$ cat src/common/adg_pkg.sv
package adg_pkg;

	// Register indices; each register owns one aligned word at four times its index.
	localparam logic [7:0] IDX_RESULT_HIGH = 8'he4;
	localparam logic [7:0] IDX_RESULT_LOW = 8'he5;
	localparam logic [7:0] IDX_CONTROL = 8'he6;
	localparam logic [7:0] IDX_SECOND_CONTROL = 8'he7;
	localparam logic [7:0] IDX_STATUS = 8'he8;

	// Byte addresses on the AXI4-Lite slave.
	localparam logic [9:0] ADDR_RESULT_HIGH = {IDX_RESULT_HIGH, 2'b00};
	localparam logic [9:0] ADDR_RESULT_LOW = {IDX_RESULT_LOW, 2'b00};
	localparam logic [9:0] ADDR_CONTROL = {IDX_CONTROL, 2'b00};
	localparam logic [9:0] ADDR_SECOND_CONTROL = {IDX_SECOND_CONTROL, 2'b00};
	localparam logic [9:0] ADDR_STATUS = {IDX_STATUS, 2'b00};

	// Field positions of gate_and_source_control.
	localparam int GATE_EN_MSB = 7;
	localparam int GATE_EN_LSB = 4;
	localparam int GATE_SRC0_BIT = 3;
	localparam int COL_SEL_MSB = 2;
	localparam int COL_SEL_LSB = 1;
	localparam int LATCH_SRC0_BIT = 0;

	// Field positions of second_control_register.
	localparam int SC_INVERT_LATCH_BIT = 6;
	localparam int SC_GATE_SRC_MSB = 5;
	localparam int SC_GATE_SRC_LSB = 3;
	localparam int SC_LATCH_SRC_MSB = 2;
	localparam int SC_LATCH_SRC_LSB = 0;

	localparam logic [7:0] CONTROL_RESET = 8'h00;
	localparam logic [7:0] SECOND_CONTROL_RESET = 8'h00;

	localparam logic [1:0] RESP_OKAY = 2'h0;
	localparam logic [1:0] RESP_SLVERR = 2'h2;

	// Code to block number (row*4+position) for the 16 select codes.
	localparam logic [63:0] BLOCK_MAP = 64'hfbc8_d9ea_7340_5162;

	typedef struct packed {
		logic [3:0] gate_en;
		logic gate_src0;
		logic [1:0] col_sel;
		logic latch_src0;
	} adg_control_t;

	typedef struct packed {
		logic [7:0] high;
		logic [7:0] low;
	} adg_result_t;

endpackage

$ cat src/hw/adg_block_select.sv
`timescale 1ns/100ps
`default_nettype none

// Maps a four-bit select code onto one of sixteen digital block lines.
module adg_block_select
(
	input wire logic [3:0] code,
	input wire logic [15:0] blocks,
	output logic selected
);

	wire [3:0] block_index;

	assign block_index = adg_pkg::BLOCK_MAP[{code, 2'b00} +: 4];
	assign selected = blocks[block_index];

endmodule // adg_block_select

`default_nettype wire

$ cat src/hw/adg_decimator_front.sv
// Operation
// - Result high read returns upper byte.
// - Result low read returns lower byte.
// - Writing either result byte clears accumulators.
// - Reset clears accumulator, status, control and output state; synchronisers are not reset.
// - Reset leaves result byte registers untouched only while the latch level is low; otherwise they load the accumulator.
// - Gate enable gates chosen column comparators.
// - One gate enable bit per column.
// - Control bit three is gate source LSB.
// - Dedicated pulse source overrides block gate.
// - Column select picks decimator comparator column.
// - Control bit zero is latch source LSB.
// - Block codes map in documented order.
`timescale 1ns/100ps
`default_nettype none

module adg_decimator_front
#(
	parameter int COLUMNS = 4
)
(
	input wire logic aclk,
	input wire logic aresetn,
	input wire logic [9:0] s_axi_awaddr,
	input wire logic s_axi_awvalid,
	output logic s_axi_awready,
	input wire logic [31:0] s_axi_wdata,
	input wire logic [3:0] s_axi_wstrb,
	input wire logic s_axi_wvalid,
	output logic s_axi_wready,
	output logic [1:0] s_axi_bresp,
	output logic s_axi_bvalid,
	input wire logic s_axi_bready,
	input wire logic [9:0] s_axi_araddr,
	input wire logic s_axi_arvalid,
	output logic s_axi_arready,
	output logic [31:0] s_axi_rdata,
	output logic [1:0] s_axi_rresp,
	output logic s_axi_rvalid,
	input wire logic s_axi_rready,
	input wire logic [COLUMNS-1:0] comparator_in,
	input wire logic [15:0] digital_blocks,
	input wire logic dedicated_pwm,
	input wire logic dedicated_pwm_enable,
	output logic [COLUMNS-1:0] gated_columns,
	output logic decimator_data,
	output logic [15:0] accumulator
);

	////////////////////////////////////////////////////////////////////////////////
	// Pin synchronisers.

	logic [COLUMNS-1:0] cmp_meta;
	logic [COLUMNS-1:0] cmp_sync;
	logic [15:0] blk_meta;
	logic [15:0] blk_sync;
	logic pwm_meta;
	logic pwm_sync;
	logic pwm_en_meta;
	logic pwm_en_sync;

	always_ff @(posedge aclk)
	begin
		cmp_meta <= comparator_in;
		cmp_sync <= cmp_meta;
		blk_meta <= digital_blocks;
		blk_sync <= blk_meta;
		pwm_meta <= dedicated_pwm;
		pwm_sync <= pwm_meta;
		pwm_en_meta <= dedicated_pwm_enable;
		pwm_en_sync <= pwm_en_meta;
	end

	////////////////////////////////////////////////////////////////////////////////
	// Registers.

	adg_pkg::adg_control_t control;
	logic [7:0] second_control;
	adg_pkg::adg_result_t result;
	logic result_valid;

	////////////////////////////////////////////////////////////////////////////////
	// AXI4-Lite write path: address and data taken in either order.

	logic aw_held;
	logic w_held;
	logic [9:0] aw_addr;
	logic [31:0] w_data;
	logic [3:0] w_strb;

	wire aw_take = s_axi_awvalid && s_axi_awready;
	wire w_take = s_axi_wvalid && s_axi_wready;
	wire wr_fire = aw_held && w_held && !s_axi_bvalid;
	// Each register is the low byte of its own word, so only lane 0 counts.
	wire lane_on = w_strb[0];
	wire [7:0] lane_data = w_data[7:0];
	wire wr_hit_high = aw_addr == adg_pkg::ADDR_RESULT_HIGH;
	wire wr_hit_low = aw_addr == adg_pkg::ADDR_RESULT_LOW;
	wire wr_hit_ctrl = aw_addr == adg_pkg::ADDR_CONTROL;
	wire wr_hit_sc = aw_addr == adg_pkg::ADDR_SECOND_CONTROL;
	wire wr_mapped = wr_hit_high || wr_hit_low || wr_hit_ctrl || wr_hit_sc;
	wire clear_acc = wr_fire && lane_on && (wr_hit_high || wr_hit_low);

	assign s_axi_awready = !aw_held;
	assign s_axi_wready = !w_held;

	always_ff @(posedge aclk)
	begin
		if (!aresetn)
		begin
			aw_held <= 1'b0;
			w_held <= 1'b0;
			aw_addr <= 10'h000;
			w_data <= 32'h0000_0000;
			w_strb <= 4'h0;
			s_axi_bvalid <= 1'b0;
			s_axi_bresp <= adg_pkg::RESP_OKAY;
		end
		else
		begin
			if (aw_take)
			begin
				aw_held <= 1'b1;
				aw_addr <= s_axi_awaddr;
			end
			if (w_take)
			begin
				w_held <= 1'b1;
				w_data <= s_axi_wdata;
				w_strb <= s_axi_wstrb;
			end
			if (wr_fire)
			begin
				aw_held <= 1'b0;
				w_held <= 1'b0;
				s_axi_bvalid <= 1'b1;
				s_axi_bresp <= wr_mapped ? adg_pkg::RESP_OKAY : adg_pkg::RESP_SLVERR;
			end
			else if (s_axi_bvalid && s_axi_bready)
			begin
				s_axi_bvalid <= 1'b0;
			end
		end
	end

	// Reserved bits are stored as written; software keeps them zero.
	always_ff @(posedge aclk)
	begin
		if (!aresetn)
		begin
			control <= adg_pkg::CONTROL_RESET;
			second_control <= adg_pkg::SECOND_CONTROL_RESET;
		end
		else if (wr_fire && lane_on)
		begin
			if (wr_hit_ctrl)
			begin
				control <= lane_data;
			end
			if (wr_hit_sc)
			begin
				second_control <= lane_data;
			end
		end
	end

	////////////////////////////////////////////////////////////////////////////////
	// Source selection.

	wire [3:0] gate_code = {second_control[adg_pkg::SC_GATE_SRC_MSB:adg_pkg::SC_GATE_SRC_LSB],
		control.gate_src0};
	wire [3:0] latch_code = {second_control[adg_pkg::SC_LATCH_SRC_MSB:adg_pkg::SC_LATCH_SRC_LSB],
		control.latch_src0};
	wire invert_latch = second_control[adg_pkg::SC_INVERT_LATCH_BIT];
	wire block_gate;
	wire block_latch;

	// Software only names rows that exist, so any code selects a real line.
	adg_block_select gate_select
	(
		.code(gate_code),
		.blocks(blk_sync),
		.selected(block_gate)
	);

	adg_block_select latch_select
	(
		.code(latch_code),
		.blocks(blk_sync),
		.selected(block_latch)
	);

	wire gate_source = pwm_en_sync ? pwm_sync : block_gate;
	wire latch_level = block_latch ^ invert_latch;

	// Columns absent from a smaller part are never enabled by software.
	wire [3:0] gate_en_all = control.gate_en;
	wire [COLUMNS-1:0] column_enable = gate_en_all[COLUMNS-1:0];
	wire [COLUMNS-1:0] next_gated = cmp_sync & ~(column_enable & {COLUMNS{~gate_source}});
	wire [1:0] col_sel = control.col_sel;
	wire next_data = int'(col_sel) < COLUMNS ? next_gated[col_sel] : 1'b0;

	always_ff @(posedge aclk)
	begin
		if (!aresetn)
		begin
			gated_columns <= '0;
			decimator_data <= 1'b0;
		end
		else
		begin
			gated_columns <= next_gated;
			decimator_data <= next_data;
		end
	end

	////////////////////////////////////////////////////////////////////////////////
	// Accumulator and result latch.

	logic latch_prev;
	wire latch_edge = latch_level && !latch_prev;

	// The accumulator counts gated comparator highs; the filter itself sits elsewhere.
	always_ff @(posedge aclk)
	begin
		if (!aresetn)
		begin
			accumulator <= 16'h0000;
			latch_prev <= 1'b0;
			result_valid <= 1'b0;
		end
		else
		begin
			latch_prev <= latch_level;
			if (clear_acc)
			begin
				accumulator <= 16'h0000;
			end
			else if (decimator_data)
			begin
				accumulator <= accumulator + 16'h0001;
			end
			if (latch_edge)
			begin
				result_valid <= 1'b1;
			end
		end
	end

	// No reset here: the result bytes keep their contents across reset unless latch_level is high, which reloads them.
	always_ff @(posedge aclk)
	begin
		if (latch_edge)
		begin
			result <= accumulator;
		end
	end

	////////////////////////////////////////////////////////////////////////////////
	// AXI4-Lite read path.

	wire ar_take = s_axi_arvalid && s_axi_arready;
	wire rd_hit_high = s_axi_araddr == adg_pkg::ADDR_RESULT_HIGH;
	wire rd_hit_low = s_axi_araddr == adg_pkg::ADDR_RESULT_LOW;
	wire rd_hit_ctrl = s_axi_araddr == adg_pkg::ADDR_CONTROL;
	wire rd_hit_sc = s_axi_araddr == adg_pkg::ADDR_SECOND_CONTROL;
	wire rd_hit_st = s_axi_araddr == adg_pkg::ADDR_STATUS;
	wire rd_mapped = rd_hit_high || rd_hit_low || rd_hit_ctrl || rd_hit_sc || rd_hit_st;
	wire [7:0] rd_value = rd_hit_high ? result.high :
		rd_hit_low ? result.low :
		rd_hit_ctrl ? control :
		rd_hit_sc ? second_control :
		rd_hit_st ? {7'h00, result_valid} : 8'h00;
	wire [31:0] rd_word = {24'h00_0000, rd_value};

	assign s_axi_arready = !s_axi_rvalid;

	always_ff @(posedge aclk)
	begin
		if (!aresetn)
		begin
			s_axi_rvalid <= 1'b0;
			s_axi_rdata <= 32'h0000_0000;
			s_axi_rresp <= adg_pkg::RESP_OKAY;
		end
		else if (ar_take)
		begin
			s_axi_rvalid <= 1'b1;
			s_axi_rdata <= rd_mapped ? rd_word : 32'h0000_0000;
			s_axi_rresp <= rd_mapped ? adg_pkg::RESP_OKAY : adg_pkg::RESP_SLVERR;
		end
		else if (s_axi_rready)
		begin
			s_axi_rvalid <= 1'b0;
		end
	end

endmodule // adg_decimator_front

`default_nettype wire

$ cat config.mk
export PLATFORM = sky130hd
export DESIGN_NAME = adg_decimator_front
export DESIGN_NICKNAME = d
export VERILOG_FILES = /design/src/common/adg_pkg.sv /design/src/hw/adg_block_select.sv /design/src/hw/adg_decimator_front.sv
export SDC_FILE = /design/constraint.sdc
export NUM_CORES = 1
export LEC_CHECK = 0
export ABC_AREA = 1
export BUFFER_PORTS_ARGS = -buffer_cell sky130_fd_sc_hd__buf_2
export CORE_ASPECT_RATIO = 1.4
export CORE_MARGIN = 2
export CORE_UTILIZATION = 40
export CTS_BUF_LIST = sky130_fd_sc_hd__clkbuf_16
export CTS_CLUSTER_SIZE = 40
export DETAILED_ROUTE_END_ITERATION = 6
export GPL_ROUTABILITY_DRIVEN = 0
export HOLD_SLACK_MARGIN = 0.1
export PLACE_DENSITY_LB_ADDON = 0.12
export SETUP_SLACK_MARGIN = 0.02
export SLEW_MARGIN = 10
export SYNTH_ARGS = -nofsm -noshare
export SYNTH_HDL_FRONTEND = slang
export SYNTH_SLANG_ARGS = --single-unit
$ cat constraint.sdc
create_clock -name aclk -period 2.5 [get_ports aclk]
set_input_delay 0.75 -clock aclk [delete_from_list [all_inputs] [get_ports aclk]]
set_output_delay 0.75 -clock aclk [all_outputs]
set_load 0.05 [all_outputs]
# Yosys cells after proc, flatten, opt, wreduce, memory -nomap -nowiden
# Cells that the tools add are included.
# Widths: inputs -> output; s select.
[word_totals] wordCells=97 output_inout_bits=62 inputBits=85 reg_bits=158
[op_classes] n_bitwise=6 n_eq_ne=9 addsub=1 reduce_logical=27 shifts=2 n_mux=19 order_cmp=3
[ops] operator="$shiftx 64x7->4 const A" count=2
[ops] operator="$eq 10x10->1 const B" count=9
[ops] operator="$mux 8" count=5
[ops] operator="$add 16x1->16 const B" count=1
[ops] operator="$lt 4x5->1 const B" count=2
[ops] operator="$logic_and 1x1->1" count=9
[ops] operator="$mux 1" count=9
[ops] operator="$and 4x4->4" count=2
[ops] operator="$bmux 1 s4" count=2
[ops] operator="$logic_or 1x1->1" count=7
[ops] operator="$logic_not 1->1" count=5
[ops] operator="$mux 2" count=2
[ops] operator="$not 4->4" count=1
[ops] operator="$reduce_and 2->1" count=2
[ops] operator="$reduce_bool 2->1" count=2
[ops] operator="$reduce_or 2->1" count=2
[ops] operator="$lt 2x3->1 const B" count=1
[ops] operator="$bmux 1 s2" count=1
[ops] operator="$not 1->1" count=2
[ops] operator="$xor 1x1->1" count=1

# Longest topological paths before layout
# Gate-level depths: netlist (run 1).
[logic_depth] word_depth=10 mapped_depth=13 mapped_depth_nobuf=13

# Cells and area by module
# From an unflattened synthesis (run 1), not the netlist that was laid out.
[unflattened] hier_cells=621 area_unflattened_um2=5286.3
[modules_own_cells] module="adg_decimator_front" instances=1 area_per_inst_um2=4828.4 cells_each=527
[modules_own_cells] module="adg_block_select" instances=2 area_per_inst_um2=229.0 cells_each=47

# Least setup slack after synthesis (run 1)
# No wires, ideal clock.
[synth_path] path_type="reg2reg" from="register second_control[0]" to="register result[0] in the netlist's numbering (enable)" setup_time_ns=0.364 path_stages_with_launch=8 arrival_time_ns=1.647 required_time_ns=2.136 path_slack_ns=0.489 n_path_buf=0 cell_sequence="dfxtp_1 > mux2_2 > o21ai_0 > nand2_1 > o21ai_2 > xor2_1 > nand2_1 > inv_1"
[synth_via] elab_chain_cells=5
[synth_rtl] item="from (decl)" line="adg_decimator_front.sv:78" rtl="logic [7:0] second_control;"
[synth_rtl] item="from (signal assigned)" line="adg_decimator_front.sv:152" rtl="second_control <= adg_pkg::SECOND_CONTROL_RESET;"
[synth_rtl] item="from (signal assigned)" line="adg_decimator_front.sv:162" rtl="second_control <= lane_data;"
[synth_rtl] item="$shiftx 64x7->4" line="adg_block_select.sv:14" rtl="assign block_index = adg_pkg::BLOCK_MAP[{code, 2'b00} +: 4];"
[synth_rtl] item="$bmux 1 s4" line="adg_block_select.sv:15" rtl="assign selected = blocks[block_index];"
[synth_rtl] item="$mux 1 (implied by the code)" line="adg_block_select.sv:15"
[synth_rtl] item="$xor 1x1->1" line="adg_decimator_front.sv:194" rtl="wire latch_level = block_latch ^ invert_latch;"
[synth_rtl] item="$logic_and 1x1->1" line="adg_decimator_front.sv:221" rtl="wire latch_edge = latch_level && !latch_prev;"
[synth_rtl] item="named net latch_edge" line="adg_decimator_front.sv:221"
[synth_rtl] item="to (signal assigned)" line="adg_decimator_front.sv:255" rtl="result <= accumulator;"
[synth_rtl] item="to (decl)" line="adg_decimator_front.sv:79" rtl="adg_pkg::adg_result_t result;"
# The timed path passes the listed nets, and every way through them passes these cells. The select of a mux whose other input is x is not followed.
# A chain may end at the register's enable or synchronous reset.

# Worst setup path in the final report (run 1)
[layout_path] from="register second_control[0]" to="register result[4] in the netlist's numbering (enable)"
# The elaborated chain is that of the path after synthesis.

==> impl.org, run 1 <==
** Floorplan
- The floorplan step set the die height to 136 um.
- The die is 98.4 um wide.
- The floorplan step defined a core boundary enclosing 12300 um^2.
- Pin placement for this block handled 147 I/O pins.
- The floorplan step defined a die boundary enclosing 13400 um^2.
- For this configuration, the core starts out at a cell density of 0.408.
- Count of standard-cell rows :: 48

** Critical path
- The worst setup path is launched from a register.
- In this run the number of cells on the critical path is 8.
- Among all stages on the critical path, the largest delay is contributed by dfxtp_1.
- The setup path with the least slack is of type reg2reg.
- Worst reg-to-reg path cell count :: 8
- Among the stages of the critical path, the cell type that occurs most often is nand2_1.
- Broken down by cell family, the worst path's largest delay share belongs to flip-flops.
- The signal on the critical path passes through mux2_2 -> o21ai_0 -> nand2_1 -> o21ai_2 -> xor2_1 -> nand2_1 -> inv_1 -> buf_4.
- Biggest cell delay along the critical path :: 0.48 ns
- Kind of capture point of the worst setup path :: register
- The setup check on the worst reg-to-reg path leaves a slack of 0.32 ns.
- Reg-to-reg critical path endpoint :: result[4]
- Worst Path Required :: 2.60 ns
- Crit path buffers/inverters :: 2
- In this run the worst path has a maximum fanout of 16.
- Crit path DAT :: 2.28 ns
- The worst register-to-register path begins at second_control[0].

** Drt
- DR top layer :: met4
- After detailed routing, the average wire length per cell comes to 13.3 um.
- The pre-antenna-repair detailed-routing pass consisted of 4 iterations.
- Met2 routed wirelength :: 5.93 mm
- Number of DRC markers after the initial detailed-route iteration :: 106
- Wire length on met1 :: 4.48 mm
- Total number of vias :: 3966
- Vias per cell :: 4.75
- Final wirelength :: 11.1 mm
- Number of remaining DRC errors :: 0
- The detail route stage leaves a number of antenna-violating nets equal to 0.
- Wire segments on met3 add up to 418 um in the final route.

** Synth
- Synthesis instantiated 45 different standard cells from the library.
- Of all flip-flops after synthesis, the portion carrying an async set or reset was 0.
- The share of synthesized area in the top cell type comes to 0.465.
- EDFF count, synth :: 16
- After synthesis, the cell types taking the most area are dfxtp_1 (47%), edfxtp_1 (9.6%), nor2_1 (5.8%).
- List of most frequent post-synthesis cells :: dfxtp_1 (116), nor2_1 (77), nand2_1 (75)
- A synthesized cell averages 8.84 um^2.
- Post-synth top area cell :: dfxtp_1
- Post-synthesis register bit count :: 132
- Primary FF master, synth :: dfxtp_1
- Library cell with the highest instance count after synthesis :: dfxtp_1
- For this run, the number of Yosys warnings is 0.
- The cell count after synthesis came out at 565.
- For this run, the register share of the synthesized area comes to 0.561.
- In this run the cell area of the synthesized design comes to 4990 um^2.

** Clock network
- # H-tree levels :: 4
- CTS Sinks :: 132
- CTS tree :: built
- Skew-Pair Late Insertion Delay :: 0.41 ns
- Count of hold-fix buffers inserted at cts :: 0
- Clock-pin slew was measured on the worst setup and hold paths at 0.05 ns.
- In this run the clock root is driven by a clkbuf_16.
- Number of CTS-inserted buffers :: 17
- The clock passes through at most 2 buffers.
- Cells resized by post-CTS repair :: 0
- Post-CTS setup buffer count :: 0

** Power and ir drop
- PnR Total Power :: 4.99 mW
- Power density over the cells :: 814 nW/um^2
- IR analysis of the VDD net gives a maximum drop of 384 uV.
- In this run the static leakage power is 2.71 nW.

** Timing
- Final Hold Slack :: 0.324 ns
- Total setup violations reported at the end of the flow :: 0
- The worst path meets setup with 0.319 ns of slack.
- Counting I/O delays and the setup requirement, the final critical path takes 2.18 ns.
- The clock arrives with 0.00653 ns of skew.
- Slew HR :: 0.607
- Ratio of final minimum period to clock period :: 0.873
- Derived from the worst setup path, the maximum achievable clock frequency is 0.458 GHz.
- The number of endpoints with negative hold slack in the final report is 0.
- Final sum of negative setup slack :: 0 ns
- At the pin with the least slew margin, the transition time is 0.588 ns.
- The max-slew violation count is 0.
- Setup repair after global routing left no endpoint under its margin.

** Run status
- Outcome :: completed

** GRT
- Entering global routing, the biggest net connects 39 pins.
- The total overflow left after global routing is 0.
- The initial antenna violation count came to 0.
- Overall Global Routing Usage :: 0.172
- The first global-routing pass estimated 18.1 mm of wire.
- The number of global-route vias before repair came to 3967.

** Layout
- The number of antenna diodes in the final layout is 0.
- Post-layout utilization of the core :: 0.500
- Layout cell share with drive strength beyond 1 :: 0.225
- Signed area change from the synthesized netlist to the final layout :: 22.8%
- Number of nets in the finished design :: 758

** Run
- Max Cap Viol :: 0

** Hold path
- The min-delay analysis places its worst path in the category reg2reg.
- The path with the worst hold slack has its endpoint at cmp_sync[2].
- Counting instances, the worst hold path has a depth of 0.
- Worst hold start :: cmp_meta[2]

** Placement
- Port buffering added 93 buffers.
- Post-Place Worst Slack :: 0.255 ns
- Summed over all nets, the half-perimeter wirelength after detailed placement is 8.23 mm.
worst max path at each step:
stage / from / to / slack (ns)
after global routing: second_control[0] / result[4] / 0.03
after global placement: s_axi_araddr[6] / s_axi_rdata[5] / 0.31
after floorplan: second_control[0] / result[0] / 0.49
after CTS: second_control[0] / result[4] / 0.30
after detailed placement: s_axi_araddr[6] / s_axi_rdata[5] / 0.25
final: second_control[0] / result[4] / 0.32
flip-flops by register name, indices dropped and copies added, names as in the netlist, 2 cells and up:
signal / flops
s_axi_rdata: 8
blk_sync: 16
blk_meta: 16
w_data: 8
result: 16
second_control: 8
control: 2
column_enable: 4
accumulator: 16
cmp_meta: 4
cmp_sync: 4
col_sel: 2
gated_columns: 4
aw_addr: 10
stage by stage:
step,cells,area (um^2)
6_report,835,6130
5_1_grt,835,6130
4_1_cts,835,6130
3_5_place_dp,803,5550
3_3_place_gp,803,5550
2_1_floorplan,590,5090
cell families after synthesis:
kind of cell / synth area share
simple gates: 0.197
compound gates: 0.119
xor+xnor: 0.0226
fa+ha+maj: 0.00251
mux: 0.00426
flops: 0.561
buf+inv: 0.0920
other cells: 0.000751
cells in the final DEF (no fill, tap or decap), types with 2 or more instances in the layout:
master	count
dfxtp_1	116
o211ai_1	9
nand3_1	31
buf_4	7
edfxtp_1	16
conb_1	26
nor2_2	2
xor2_1	9
xnor2_1	2
o221ai_1	6
nor3_1	4
o21a_1	2
clkinv_1	4
clkinvlp_4	4
o21ai_0	37
or2_0	3
inv_2	8
o21ai_1	9
clkbuf_16	19
clkinv_2	3
nand2_2	4
nand2_1	75
nor2_1	77
nand4_1	8
inv_1	49
a21oi_1	38
buf_2	93
or2_1	2
area by class of cell:
cell class	count	area, um^2
clock inverters	13	104
inverters	58	218
fillers	1226	6120
repair buffers	100	518
flip-flops and latches	132	2800
well taps	150	188
multi-input cells	363	1830
clock buffers	19	475
worst reg2reg max path: stages (launching register included):
cell     delay, ns
dfxtp_1       0.48
mux2_2        0.37
o21ai_0       0.17
nand2_1       0.09
o21ai_2       0.16
xor2_1        0.21
nand2_1       0.09
inv_1         0.06
buf_4         0.23
power breakdown:
group	internal, mW	leakage [nW]	switching (mW)	total [mW]
clock network	1.47	0.274	0.891	2.36
registers	2.24	1.11	0.0429	2.28
logic	0.0867	1.33	0.257	0.344
total	3.80	2.71	1.19	4.99
layer usage:
| layer | global-route usage | vias to the layer above |
|---|---|---|
| li1 | - | 2026 |
| met1 | 0.181 | 1842 |
| met2 | 0.314 | 79 |
| met3 | 0.0473 | 19 |
| met4 | 0.0791 | 0 |
| met5 | 0 | - |
Note: power is estimated with default switching activity, not from simulation.
==> run 2, diff against run 1 <==
--- a/config.mk
+++ b/config.mk
@@ -6,7 +6,7 @@
 export NUM_CORES = 1
 export LEC_CHECK = 0
 export ABC_AREA = 1
-export BUFFER_PORTS_ARGS = -buffer_cell sky130_fd_sc_hd__buf_2
+export BUFFER_PORTS_ARGS = -buffer_cell sky130_fd_sc_hd__buf_4
 export CORE_ASPECT_RATIO = 1.4
 export CORE_MARGIN = 2
 export CORE_UTILIZATION = 40
==> impl.org, run 2 (synthesis gave the netlist of run 1 again) <==
** Clock network
- Number of CTS-inserted buffers :: 17
- For this design, the CTS-stage hold fixing added 0 buffers.
- CTS tree :: built
- After clock tree synthesis, the clock-pin slew on the worst setup and hold paths is 0.06 ns.
- # H-tree levels :: 4
- Cells resized by post-CTS repair :: 0
- CTS Sinks :: 132
- Buffers added to address setup during post-CTS repair amount to 0.
- Master cell of the clock root buffer :: clkbuf_16
- The clock passes through at most 2 buffers.
- The later pin in the worst-skew pair is clocked with a latency of 0.41 ns.

** Critical path
- The critical path is of the reg2reg type.
- STA classifies the critical path endpoint as a register.
- Data on the critical path arrives at its endpoint at 2.27 ns.
- For the worst setup path, the data required time is 2.60 ns.
- Start point of the critical path :: second_control[0]
- Worst Setup Start Kind :: register
- Crit Reg-Reg Startpoint :: second_control[0]
- Worst-path fanout max :: 16

** Hold path
- Worst hold start :: cmp_meta[1]
- The worst hold path belongs to the class reg2reg.

** GRT
- The layer flagged by global routing as most heavily used is met2.
- The first global-routing pass estimated 18.3 mm of wire.
- For this run, global-route usage on met1 was measured as 0.183.
- Initial antenna violation count :: 0
- Summed over all layers, the global routing overflow is 0.
- Entering global routing, the biggest net connects 25 pins.
- Overall Global Routing Usage :: 0.174
- In the global route stage, met3 resource usage came out at 0.0478.
- The number of global-route vias before repair is 4013.
- Met2 Usage GRT :: 0.321

** Timing
- Highest clock frequency the design can meet :: 0.460 GHz
- Final sum of negative setup slack :: 0 ns
- Max Transition Viols Final :: 0
- Setup repair after global routing left no endpoint under its margin.
- Clock period minus worst slack :: 2.17 ns
- Least-Margin Pin Slew :: 0.573 ns
- Slew HR :: 0.617
- Setup violations remaining at the end of the flow were counted as 0.
- Clock skew on the completed layout was measured at 0.00600 ns.
- Of the available clock period, the critical path in the final layout requires 0.869.
- Final hold analysis gives a worst-case slack of 0.324 ns.
- Number of hold violations in the final report :: 0

** Layout
- In the layout the commonest cells are dfxtp_1 (116), buf_4 (100), nor2_1 (77).
- Counting the fill cells in the layout gives 1178.
- Number of nets in the finished design :: 758
- At the end of the flow the core is filled with cells to 0.521.
- Most common cell after layout, fill and taps aside :: dfxtp_1
- 0 antenna diodes ended up in the layout.
- The area growth from synthesis to layout is 27.9%.
- In the final layout, the share of cells above drive strength 1 is 0.225.

** Placement
- Final HPWL DP :: 8.35 mm
- Number of buffers inserted by port buffering :: 93

** Power and ir drop
- For this design the ratio of total power to cell area is 802 nW/um^2.
- For this design the static power due to leakage is 2.78 nW.
- IR analysis of the VDD net gives a maximum drop of 520 uV.

** Drt
- Detailed routing inserted a total of 4011 vias.
- ANT nets after route :: 0
- Number of remaining DRC errors :: 0
- Number of DRC markers after the initial detailed-route iteration :: 109
- First-pass DRT Iterations :: 4
- In the routed layout, each cell is associated on average with a via count of 4.80.
- After detailed routing, the total wire length is 11.2 mm.
- Routed WL per cell :: 13.5 um

** Floorplan
- From left edge to right edge, the die measures 98.4 um.
- The initial utilization of the core area, before any placement, comes to 0.408.
- After floorplanning, the core was sized to cover 12300 um^2.
- Area enclosed by the die boundary :: 13400 um^2
- The initialized floorplan defines 48 standard-cell rows.
- Die Y-Extent :: 136 um
- Number of top-level design ports :: 147

** Run
- Max Cap Viol :: 0

** Run status
- Outcome :: completed
==> run 2: changes by cell type in the layout (fill, tap and decap cells not counted) <==
cell,previous run,this run
clkinvlp_4,4,3
clkinv_4,1,2
inv_6,1,0
inv_4,0,1
bufinv_16,1,2
buf_2,93,0
buf_4,7,100
clkinv_2,3,2
==> run 2: layout make-up <==
| cell class | instances | area [um^2] | share of cell area |
|---|---|---|---|
| Tap cell | 150 | 188 | 0.0294 |
| Clock buffer | 19 | 475 | 0.0744 |
| Clock inverter | 13 | 128 | 0.0200 |
| Sequential cell | 132 | 2800 | 0.439 |
| Timing Repair Buffer | 100 | 751 | 0.118 |
| Inverter | 58 | 218 | 0.0341 |
| Multi-Input combinational cell | 363 | 1830 | 0.286 |
==> run 2: per-stage QoR <==
stage / setup slack (ns) / power, mW / area (um^2) / cells
5_1_grt: 0.111 / 5.30 / 6390 / 835
6_report: 0.328 / 5.12 / 6390 / 835
3_3_place_gp: 0.302 / 2.70 / 5780 / 803
2_1_floorplan: 0.489 / 2.60 / 5090 / 590
4_1_cts: 0.317 / 5.17 / 6390 / 835
3_5_place_dp: 0.252 / 2.71 / 5780 / 803
==> run 2: worst paths after layout <==
| kind | to | slack (ns) | depth (start not counted) |
|---|---|---|---|
| worst max-delay path | result[13] | 0.33 | 9 |
| worst min-delay path | cmp_sync[1] | 0.32 | 0 |
| worst max register to register | result[13] | 0.33 | 9 |
| worst min register to register | cmp_sync[1] | 0.32 | 0 |
==> run 2: critical path: stages (launching register included) <==
cell     delay (ns)
dfxtp_1        0.48
inv_2          0.13
or2_0          0.22
a21oi_1        0.18
nor3_1         0.09
o21ai_2        0.17
xor2_1         0.20
nand2_1        0.10
inv_1          0.06
buf_4          0.22
==> run 2: where the power goes <==
part	internal (mW)	switching (mW)	leakage [nW]	total, mW
logic	0.120	0.259	1.39	0.378
clock network	1.57	0.887	0.288	2.46
registers	2.24	0.0438	1.11	2.28
==> run 2: layer usage <==
layer	up-vias	wire, um
met5	-	0
met4	0	252
met1	1860	4400
li1	2029	-
met3	23	517
met2	99	6070
